File: src/rtl/pwm_timer_pkg.sv
/*
  constants shared by the buffered compare / pwm counter unit:
  register byte offsets, field positions, reset values, prescaler codes
  and the bus answer states.
  assumes a 32-bit avalon-mm slave port with byte addressing.
*/
package pwm_timer_pkg;

  // register byte offsets
  localparam logic [4:0] main_status_control_addr = 5'h00;
  localparam logic [4:0] counter_value_addr       = 5'h04;
  localparam logic [4:0] period_limit_addr        = 5'h08;
  localparam logic [4:0] chan0_status_control_addr = 5'h0c;
  localparam logic [4:0] chan0_compare_addr       = 5'h10;
  localparam logic [4:0] chan1_status_control_addr = 5'h14;
  localparam logic [4:0] chan1_compare_addr       = 5'h18;

  // main status/control fields
  localparam int wrap_flag_pos       = 7;
  localparam int wrap_irq_enable_pos = 6;
  localparam int halt_count_bit_pos  = 5;
  localparam int counter_reset_pos   = 4;
  localparam int prescale_lsb        = 0;
  localparam int prescale_width      = 3;

  // channel status/control fields
  localparam int channel_event_flag_pos = 7;
  localparam int channel_irq_enable_pos = 6;
  localparam int chan_ctrl_width        = 6;
  localparam int mode_select_high_pos   = 5;
  localparam int mode_select_low_pos    = 4;
  localparam int edge_level_high_pos    = 3;
  localparam int edge_level_low_pos     = 2;
  localparam int toggle_on_wrap_pos     = 1;
  localparam int full_duty_pos          = 0;

  // edge/level actions on compare
  localparam logic [1:0] els_toggle = 2'h1;
  localparam logic [1:0] els_clear  = 2'h2;
  localparam logic [1:0] els_set    = 2'h3;

  // reset values
  localparam logic        halt_count_reset   = 1'h1;
  localparam logic [15:0] period_limit_reset = 16'hffff;
  localparam logic [15:0] compare_reset      = 16'h0000;
  localparam logic [15:0] counter_reset      = 16'h0000;
  localparam logic [2:0]  prescale_reset     = 3'h0;

  // prescaler select code that picks the external counter clock pin
  localparam logic [2:0] prescale_external = 3'h7;
  localparam int         prescale_bits     = 6;

  typedef enum logic [1:0] {
    bus_idle   = 2'h1,
    bus_answer = 2'h2
  } bus_state_t;

endpackage

File: src/rtl/counter_prescaler.sv
/*
  prescaler for the counter unit: divides the bus clock by 1..64 or
  passes rising edges of the external count pin, as one-cycle ticks.
  assumes ext_clock_pin is already synchronous to clk.
*/
`timescale 1ns/1ps
module counter_prescaler (
  input  wire logic       clk,
  input  wire logic       rst,
  input  wire logic       clear,
  input  wire logic       run,
  input  wire logic [2:0] select,
  input  wire logic       ext_clock_pin,
  output logic            tick
);

  typedef struct packed {
    logic [pwm_timer_pkg::prescale_bits-1:0] div;
    logic                                    ext_prev;
  } prescaler_state_t;

  prescaler_state_t s;
  prescaler_state_t next_s;
  logic [pwm_timer_pkg::prescale_bits-1:0] mask;

  always_comb begin
    next_s = s;
    mask = (pwm_timer_pkg::prescale_bits)'((7'h01 << select) - 7'h01);
    tick = 1'b0;
    next_s.ext_prev = ext_clock_pin;
    if (clear) begin
      next_s.div = '0;
    end else if (run) begin
      if (select == pwm_timer_pkg::prescale_external) begin
        tick = ext_clock_pin & ~s.ext_prev;
      end else begin
        tick = ((s.div & mask) == mask);
        next_s.div = s.div + 1'b1;
      end
    end
  end

  always_ff @(posedge clk) begin
    if (rst) begin
      s <= '0;
    end else begin
      s <= next_s;
    end
  end

endmodule

File: src/rtl/buffered_compare_pwm_timer.sv
/*
  16-bit modulo counter unit with two compare channels, buffered
  (linked) compare/pwm, toggle on wrap, full duty, flags and requests.
  assumes an avalon-mm master on the register port and synchronous
  low-power mode inputs from the system controller.
*/
// Decided for this implementation: the placing of the registers and register access over Avalon-MM.
`timescale 1ns/1ps
// Notes on behaviour
// - link buffer select on channel 0 joins both channels onto channel 0 pin
// - channel 0 compare controls first; last written pair takes over at each wrap
// - toggle-on-wrap flips the pin at each wrap; wraps define the period
// - pulse width runs from wrap to compare match
// - period equals limit plus one prescaled clocks; 255 gives 256
// - compare 128 over an 8-bit period gives half duty
// - a compare value already passed gives no match this period
// - mode select 0:1 unbuffered, 1:0 buffered
// - edge level 1:0 clears the pin, 1:1 sets it on compare
// - toggle-on-wrap cleared stops wrap toggles, giving zero duty
// - full duty bit with toggle-on-wrap clear drives pin always high
// - wrap flag sets on wrap to zero; request when enabled
// - channel flag sets on compare; request only when enabled
// - in wait mode counting goes on, registers closed, requests wake
// - in stop mode the counter, prescaler and pin freeze and resume afterwards; registers stay accessible
// - at the limit value the counter restarts from zero next tick
// - counter reset clears counter and prescaler, self-clears, reads zero
// - flags clear by read-with-flag-set then write zero; new event wins
module buffered_compare_pwm_timer (
  input  wire logic        clk,
  input  wire logic        rst,
  input  wire logic [4:0]  address,
  input  wire logic        read,
  input  wire logic        write,
  input  wire logic [3:0]  byteenable,
  input  wire logic [31:0] writedata,
  output logic [31:0]      readdata,
  output logic             waitrequest,
  input  wire logic        wait_mode,
  input  wire logic        stop_mode,
  input  wire logic        ext_clock_pin,
  output logic             channel_output_pin,
  output logic             channel_output_enable,
  output logic             wrap_irq,
  output logic [1:0]       channel_irq,
  output logic             wake_request
);

  typedef struct packed {
    pwm_timer_pkg::bus_state_t                       bus;
    logic [31:0]                                     rdata;
    logic                                            wrap_flag;
    logic                                            wrap_irq_enable;
    logic                                            wrap_arm;
    logic                                            halt_count_bit;
    logic [2:0]                                      prescale;
    logic [15:0]                                     count;
    logic [15:0]                                     period_limit;
    logic [1:0]                                      event_flag;
    logic [1:0]                                      irq_enable;
    logic [1:0]                                      event_arm;
    logic [1:0][pwm_timer_pkg::chan_ctrl_width-1:0]  ctrl;
    logic [1:0][15:0]                                compare;
    logic                                            active_sel;
    logic                                            last_written;
    logic                                            pin;
    logic                                            pin_out;
    logic                                            pin_en;
    logic                                            wrap_req;
    logic [1:0]                                      chan_req;
  } timer_state_t;

  timer_state_t s;
  timer_state_t next_s;

  logic        tick;
  logic        taken;
  logic        reg_open;
  logic        wr_lo;
  logic        wr_hi;
  logic        counter_clear;
  logic        counter_run;
  logic        linked;
  logic        wrap;
  logic [15:0] count_next;
  logic [15:0] active_compare;
  logic [1:0]  match;
  logic [1:0]  chan_on;
  logic [1:0]  els;
  logic [31:0] rd_value;

  // the bus answer always comes one cycle after the request appears
  assign waitrequest = (read | write) & (s.bus != pwm_timer_pkg::bus_answer);
  assign taken       = (read | write) & (s.bus == pwm_timer_pkg::bus_answer);
  assign reg_open    = ~wait_mode;
  assign wr_lo       = taken & write & reg_open & byteenable[0];
  assign wr_hi       = taken & write & reg_open & byteenable[1];

  assign counter_clear = wr_lo & (address == pwm_timer_pkg::main_status_control_addr)
                       & writedata[pwm_timer_pkg::counter_reset_pos];
  // a stopped device freezes the prescaler as well as the counter
  assign counter_run = ~s.halt_count_bit & ~stop_mode;

  counter_prescaler prescaler (
    .clk           (clk),
    .rst           (rst),
    .clear         (counter_clear),
    .run           (counter_run),
    .select        (s.prescale),
    .ext_clock_pin (ext_clock_pin),
    .tick          (tick)
  );

  assign linked = s.ctrl[0][pwm_timer_pkg::mode_select_high_pos];

  always_comb begin
    rd_value = 32'h0000_0000;
    if (address == pwm_timer_pkg::main_status_control_addr) begin
      rd_value[pwm_timer_pkg::wrap_flag_pos]       = s.wrap_flag;
      rd_value[pwm_timer_pkg::wrap_irq_enable_pos] = s.wrap_irq_enable;
      rd_value[pwm_timer_pkg::halt_count_bit_pos]  = s.halt_count_bit;
      rd_value[2:0]                                = s.prescale;
    end else if (address == pwm_timer_pkg::counter_value_addr) begin
      rd_value[15:0] = s.count;
    end else if (address == pwm_timer_pkg::period_limit_addr) begin
      rd_value[15:0] = s.period_limit;
    end else if (address == pwm_timer_pkg::chan0_status_control_addr) begin
      rd_value[pwm_timer_pkg::channel_event_flag_pos] = s.event_flag[0];
      rd_value[pwm_timer_pkg::channel_irq_enable_pos] = s.irq_enable[0];
      rd_value[5:0]                                   = s.ctrl[0];
    end else if (address == pwm_timer_pkg::chan0_compare_addr) begin
      rd_value[15:0] = s.compare[0];
    end else if (address == pwm_timer_pkg::chan1_status_control_addr) begin
      rd_value[pwm_timer_pkg::channel_event_flag_pos] = s.event_flag[1];
      rd_value[pwm_timer_pkg::channel_irq_enable_pos] = s.irq_enable[1];
      rd_value[5:0]                                   = s.ctrl[1];
    end else if (address == pwm_timer_pkg::chan1_compare_addr) begin
      rd_value[15:0] = s.compare[1];
    end
    if (!reg_open) begin
      rd_value = 32'h0000_0000;
    end
  end

  always_comb begin
    next_s = s;

    // counting and compare events
    wrap = tick & (s.count == s.period_limit);
    if (wrap) begin
      count_next = 16'h0000;
    end else if (tick) begin
      count_next = s.count + 16'h0001;
    end else begin
      count_next = s.count;
    end
    // a value the counter has already passed cannot match until it comes round
    active_compare = (linked && s.active_sel) ? s.compare[1] : s.compare[0];
    chan_on[0] = s.ctrl[0][pwm_timer_pkg::mode_select_high_pos]
               | s.ctrl[0][pwm_timer_pkg::mode_select_low_pos];
    chan_on[1] = ~linked & (s.ctrl[1][pwm_timer_pkg::mode_select_high_pos]
               | s.ctrl[1][pwm_timer_pkg::mode_select_low_pos]);
    match[0] = tick & chan_on[0] & (count_next == active_compare);
    match[1] = tick & chan_on[1] & (count_next == s.compare[1]);
    els = s.ctrl[0][pwm_timer_pkg::edge_level_low_pos +: 2];

    if (counter_clear) begin
      next_s.count = pwm_timer_pkg::counter_reset;
    end else begin
      next_s.count = count_next;
    end

    // bus handshake and read capture
    if (taken) begin
      next_s.bus = pwm_timer_pkg::bus_idle;
    end else if (read | write) begin
      next_s.bus   = pwm_timer_pkg::bus_answer;
      next_s.rdata = rd_value;
    end

    // arm the two-step flag clear on a read that sees the flag set
    if (taken && read && reg_open) begin
      if (address == pwm_timer_pkg::main_status_control_addr && s.wrap_flag) begin
        next_s.wrap_arm = 1'b1;
      end else if (address == pwm_timer_pkg::chan0_status_control_addr
                   && s.event_flag[0]) begin
        next_s.event_arm[0] = 1'b1;
      end else if (address == pwm_timer_pkg::chan1_status_control_addr
                   && s.event_flag[1]) begin
        next_s.event_arm[1] = 1'b1;
      end
    end

    // register writes
    if (wr_lo) begin
      if (address == pwm_timer_pkg::main_status_control_addr) begin
        next_s.wrap_irq_enable = writedata[pwm_timer_pkg::wrap_irq_enable_pos];
        next_s.halt_count_bit  = writedata[pwm_timer_pkg::halt_count_bit_pos];
        next_s.prescale = writedata[pwm_timer_pkg::prescale_lsb +: pwm_timer_pkg::prescale_width];
        if (s.wrap_arm && !writedata[pwm_timer_pkg::wrap_flag_pos]) begin
          next_s.wrap_flag = 1'b0;
        end
        next_s.wrap_arm = 1'b0;
      end else if (address == pwm_timer_pkg::chan0_status_control_addr) begin
        next_s.irq_enable[0] = writedata[pwm_timer_pkg::channel_irq_enable_pos];
        next_s.ctrl[0]       = writedata[5:0];
        if (s.event_arm[0] && !writedata[pwm_timer_pkg::channel_event_flag_pos]) begin
          next_s.event_flag[0] = 1'b0;
        end
        next_s.event_arm[0] = 1'b0;
      end else if (address == pwm_timer_pkg::chan1_status_control_addr) begin
        next_s.irq_enable[1] = writedata[pwm_timer_pkg::channel_irq_enable_pos];
        next_s.ctrl[1]       = writedata[5:0];
        if (s.event_arm[1] && !writedata[pwm_timer_pkg::channel_event_flag_pos]) begin
          next_s.event_flag[1] = 1'b0;
        end
        next_s.event_arm[1] = 1'b0;
      end else if (address == pwm_timer_pkg::period_limit_addr) begin
        next_s.period_limit[7:0] = writedata[7:0];
      end else if (address == pwm_timer_pkg::chan0_compare_addr) begin
        next_s.compare[0][7:0] = writedata[7:0];
      end else if (address == pwm_timer_pkg::chan1_compare_addr) begin
        next_s.compare[1][7:0] = writedata[7:0];
      end
    end
    if (wr_hi) begin
      if (address == pwm_timer_pkg::period_limit_addr) begin
        next_s.period_limit[15:8] = writedata[15:8];
      end else if (address == pwm_timer_pkg::chan0_compare_addr) begin
        next_s.compare[0][15:8] = writedata[15:8];
      end else if (address == pwm_timer_pkg::chan1_compare_addr) begin
        next_s.compare[1][15:8] = writedata[15:8];
      end
    end
    // remember which pair software filled last, for the linked hand-over
    if ((wr_lo | wr_hi) && address == pwm_timer_pkg::chan0_compare_addr) begin
      next_s.last_written = 1'b0;
    end else if ((wr_lo | wr_hi) && address == pwm_timer_pkg::chan1_compare_addr) begin
      next_s.last_written = 1'b1;
    end

    // linked pair hand-over happens only at a wrap, so a fresh width written
    // to the pair not in control never cuts into the running period
    if (!linked) begin
      next_s.active_sel   = 1'b0;
      next_s.last_written = 1'b0;
    end else if (wrap) begin
      next_s.active_sel = s.last_written;
    end

    // pin: wrap toggle first, compare action after it
    next_s.pin = s.pin;
    if (wrap && s.ctrl[0][pwm_timer_pkg::toggle_on_wrap_pos]) begin
      next_s.pin = ~s.pin;
    end
    if (match[0]) begin
      if (els == pwm_timer_pkg::els_clear) begin
        next_s.pin = 1'b0;
      end else if (els == pwm_timer_pkg::els_set) begin
        next_s.pin = 1'b1;
      end else if (els == pwm_timer_pkg::els_toggle) begin
        next_s.pin = ~next_s.pin;
      end
    end
    if (s.ctrl[0][pwm_timer_pkg::full_duty_pos]
        && !s.ctrl[0][pwm_timer_pkg::toggle_on_wrap_pos]) begin
      next_s.pin_out = 1'b1;
    end else begin
      next_s.pin_out = next_s.pin;
    end
    next_s.pin_en = chan_on[0] & (els != 2'h0);

    // event flags: set after clear so a coincident event survives
    // a fresh event between the read and the write cancels the pending clear
    if (wrap) begin
      next_s.wrap_flag = 1'b1;
      next_s.wrap_arm  = 1'b0;
    end
    if (match[0]) begin
      next_s.event_flag[0] = 1'b1;
      next_s.event_arm[0]  = 1'b0;
    end
    if (match[1]) begin
      next_s.event_flag[1] = 1'b1;
      next_s.event_arm[1]  = 1'b0;
    end

    // stop freezes count, pin and hand-over select, but a counter reset write still clears the count; the bus side stays as written
    if (stop_mode) begin
      next_s.count      = counter_clear ? pwm_timer_pkg::counter_reset : s.count;
      next_s.pin        = s.pin;
      next_s.pin_out    = s.pin_out;
      next_s.active_sel = s.active_sel;
    end

    next_s.wrap_req = next_s.wrap_flag & next_s.wrap_irq_enable;
    next_s.chan_req = next_s.event_flag & next_s.irq_enable;
  end

  always_ff @(posedge clk) begin
    if (rst) begin
      s                <= '0;
      s.bus            <= pwm_timer_pkg::bus_idle;
      s.halt_count_bit <= pwm_timer_pkg::halt_count_reset;
      s.prescale       <= pwm_timer_pkg::prescale_reset;
      s.count          <= pwm_timer_pkg::counter_reset;
      s.period_limit   <= pwm_timer_pkg::period_limit_reset;
      s.compare[0]     <= pwm_timer_pkg::compare_reset;
      s.compare[1]     <= pwm_timer_pkg::compare_reset;
    end else begin
      s <= next_s;
    end
  end

  assign readdata              = s.rdata;
  assign channel_output_pin    = s.pin_out;
  assign channel_output_enable = s.pin_en;
  assign wrap_irq              = s.wrap_req;
  assign channel_irq           = s.chan_req;
  assign wake_request          = s.wrap_req | (|s.chan_req);

endmodule

File: config.mk
export PLATFORM = sky130hd
export DESIGN_NAME = buffered_compare_pwm_timer
export DESIGN_NICKNAME = d
export VERILOG_FILES = /design/src/rtl/pwm_timer_pkg.sv /design/src/rtl/counter_prescaler.sv /design/src/rtl/buffered_compare_pwm_timer.sv
export SDC_FILE = /design/constraint.sdc
export NUM_CORES = 1
export LEC_CHECK = 0
export BUFFER_PORTS_ARGS = -buffer_cell sky130_fd_sc_hd__buf_2
export CAP_MARGIN = 5
export CORE_MARGIN = 2
export CORE_UTILIZATION = 40
export DETAILED_ROUTE_END_ITERATION = 12
export GPL_TIMING_DRIVEN = 0
export PLACE_DENSITY = 0.69
export SLEW_MARGIN = 15
export SYNTH_ARGS = -nofsm -noshare
export SYNTH_HDL_FRONTEND = slang
export SYNTH_SLANG_ARGS = --single-unit
File: constraint.sdc
create_clock -name clk -period 4.45 [get_ports clk]
set_input_delay 0.6675 -clock clk [delete_from_list [all_inputs] [get_ports clk]]
set_output_delay 0.6675 -clock clk [all_outputs]
set_load 0.02 [all_outputs]
==> reports/metrics.cfg <==
[die]
floorplan.die_area_mm2=0.0183
fp.dieH_um=135
core_mm2=0.0167
rows=47
io_pins=87
start_util_pct=41.2
fp.dieW_um=135

[hold_path]
hold_path.class=reg -> reg

[run]
maxCapViolCount=0

[critical_path]
critPathKind=reg -> reg
crit_path_max_fanout=10
slowest_stage=nor4_4
critPathRequiredTime_ps=4770
end_kind=flip-flop
crit_arrival_ps=4480
critPathMaxStageDelay_ps=570
cp_cell_sequence=clkbuf_1, xnor2_1, nand4_1, nor4_4, buf_2, nand3_2, or2_2, a2111o_1, nor4_4, nor4_1, nor4_1
crit_path_start_kind=flip-flop

[synth]
yosysTopAreaCell=dfxtp_1
yosysWarnings=0
synth_seq_cells=122
yosys.area.top_type_share_pct=35.5
async_flop_share_pct=0
synth_area_leaders=dfxtp_1 (36%), nand2_1 (5.7%), a21oi_1 (5.2%), nor2_1 (5.1%), mux2i_1 (5.1%)
synthFlopType=dfxtp_1
avgSynthCellArea_um2=8.13
netlist_area_mm2=0.00688
synthDistinctLibCells=76
synth_seq_area_share_pct=35.5
synth-edff-count=0
postSynthCellCount=846

[timing]
hold_viol=0
setup_viol=0
period_minus_slack_ps=4170
finalSetupTns_ps=0
relSlewSlack_pct=31.1
drv_slew=0
clock_skew_ps=5.89
rsz0062_at_grt=false
clock.fmax_mhz=240
tightest_slew_ps=1030
finalCritPeriodShare_pct=93.6

[grt]
grt_pass1_wl_um=33800
grt_max_degree=17
grt_pass1_vias=6116
grt_use_total_pct=24.3
antenna_found_initial=0
overflow=0

[drt]
routed_wl_um=22100
remaining_drc_errors=0
vias_per_cell=5.75
drtIter0Drc=805
dr.pass1.iters=7
num_vias=6693
ant_nets=0
wl_per_cell_um=19.0

[cts]
clk_latency_ps=420
cts_setup_buffers=0
cts_buffers=17
clk_path_buf_depth=2
cts_root_buf=clkbuf_16
cts_tree=built
clock-sinks=122
cts_max_level=4
clkTransAtPathRegs_ps=60

[placement]
gp_congestion=0.960
port_buffers=49
hpwl_um=16300
place_area_mm2=0.00748

[final_layout]
drive_gt1_share_pct=16.7
nets=981
final_cell_mix=dfxtp_1 (122), nand2_1 (105), nor2_1 (94)
fillCellCount=1681
multiInputGateArea_mm2=0.00406
final_common_cell=dfxtp_1
antennaDiodeCount=0
fin_area_mm2=0.00809
regArea_mm2=0.00244
syn_to_final_growth_pct=17.7

[power]
irDropWorstVdd_v=0.000232
powerDensity_mw_per_mm2=327
p_leak_nw=3.13

[run_status]
status=complete, no violations

## layout make-up
cell class                      count  area share (%)
Buffer                             82            5.63
Sequential cell                   122            30.2
Multi-Input combinational cell    656            50.2
Inverter                            1          0.0464
Timing Repair Buffer               51            3.18
Clock inverter                     11            1.79
Tap cell                          220            3.40
Clock buffer                       21            5.57
## critical path: cells and delay by family, from the launching register on
family	cells	cell delay, ps
AND/OR/NAND/NOR	7	2280
buffers and inverters	2	790
AO/OA/AOI/OAI	1	490
XOR/XNOR	1	180
flip-flops	1	300
## power by group
group	leakage, nW	internal (mW)	switching (mW)	total (mW)
Clock	0.295	0.895	0.513	1.41
Combinational	1.85	0.0443	0.0984	0.143
Sequential	0.984	1.10	0.00281	1.10
Total	3.13	2.04	0.614	2.65
## registers in the layout, summed over array words and instances (netlist names)
| register | count |
|---|---|
| channel_output_enable | 1 |
| s | 91 |
| channel_output_pin | 1 |
| linked | 1 |
| prescaler.s | 7 |
| wrap_irq | 1 |
| els | 2 |
| readdata | 16 |
| channel_irq | 2 |
## Yosys cell counts, drive strengths merged (18+ instances only)
library cell	number
dfxtp	122
nor2	94
clkbuf	36
mux2i	35
xor2	18
nand3	39
a21oi	72
nand2	105
buf	46
xnor2	28
nor2b	22
nor4	20
## kinds of logic after synthesis
group / share of synthesized area (%)
DFF: 35.5
and+or+nand+nor: 26.7
other: 0.0545
muxes: 7.22
buffers and inverters: 6.68
AOI/OAI and AO/OA: 17.7
adders and majority gates: 0.364
xor gates and xnor gates: 5.86
## per-layer routing
metal  share of wire, %  vias up  global-route usage (%)
li1                   -     3177                       -
met4                3.6        0                    11.7
met1                 42     3105                    31.6
met5                  0        -                       0
met3                9.4       57                    5.31
met2                 45      354                    38.5
## stage by stage
stage          power [mW]  instances  hold WS (ps)  setup slack, ps  util (%)
2_1_floorplan        1.21        861           430              994         -
3_3_place_gp         1.26       1130           451             -191      44.6
3_5_place_dp         1.26       1132           454             -140      44.8
4_1_cts              2.66       1164           463             67.5      48.3
5_1_grt              2.72       1164           505              120      48.5
6_report             2.65       1164           472              285      48.5
## final timing paths
check	slack (ps)	endpoint	cells past startpoint	startpoint
worst max-delay path	280	channel_output_pin$_SDFFE_PP0N_	11	s[80]$_SDFFE_PP0P_
worst min-delay path	470	s[129]$_SDFFE_PP1P_	2	s[129]$_SDFFE_PP1P_
worst max register to register	280	channel_output_pin$_SDFFE_PP0N_	11	s[80]$_SDFFE_PP0P_
worst min register to register	470	s[129]$_SDFFE_PP1P_	2	s[129]$_SDFFE_PP1P_
## repair_timing
action / in CTS / in global routing
resized for setup: 0 / 3
hold buffers: 0 / 0
endpoints found under the setup margin: 0 / 5
No activity file was read; power rests on OpenSTA's default activity.
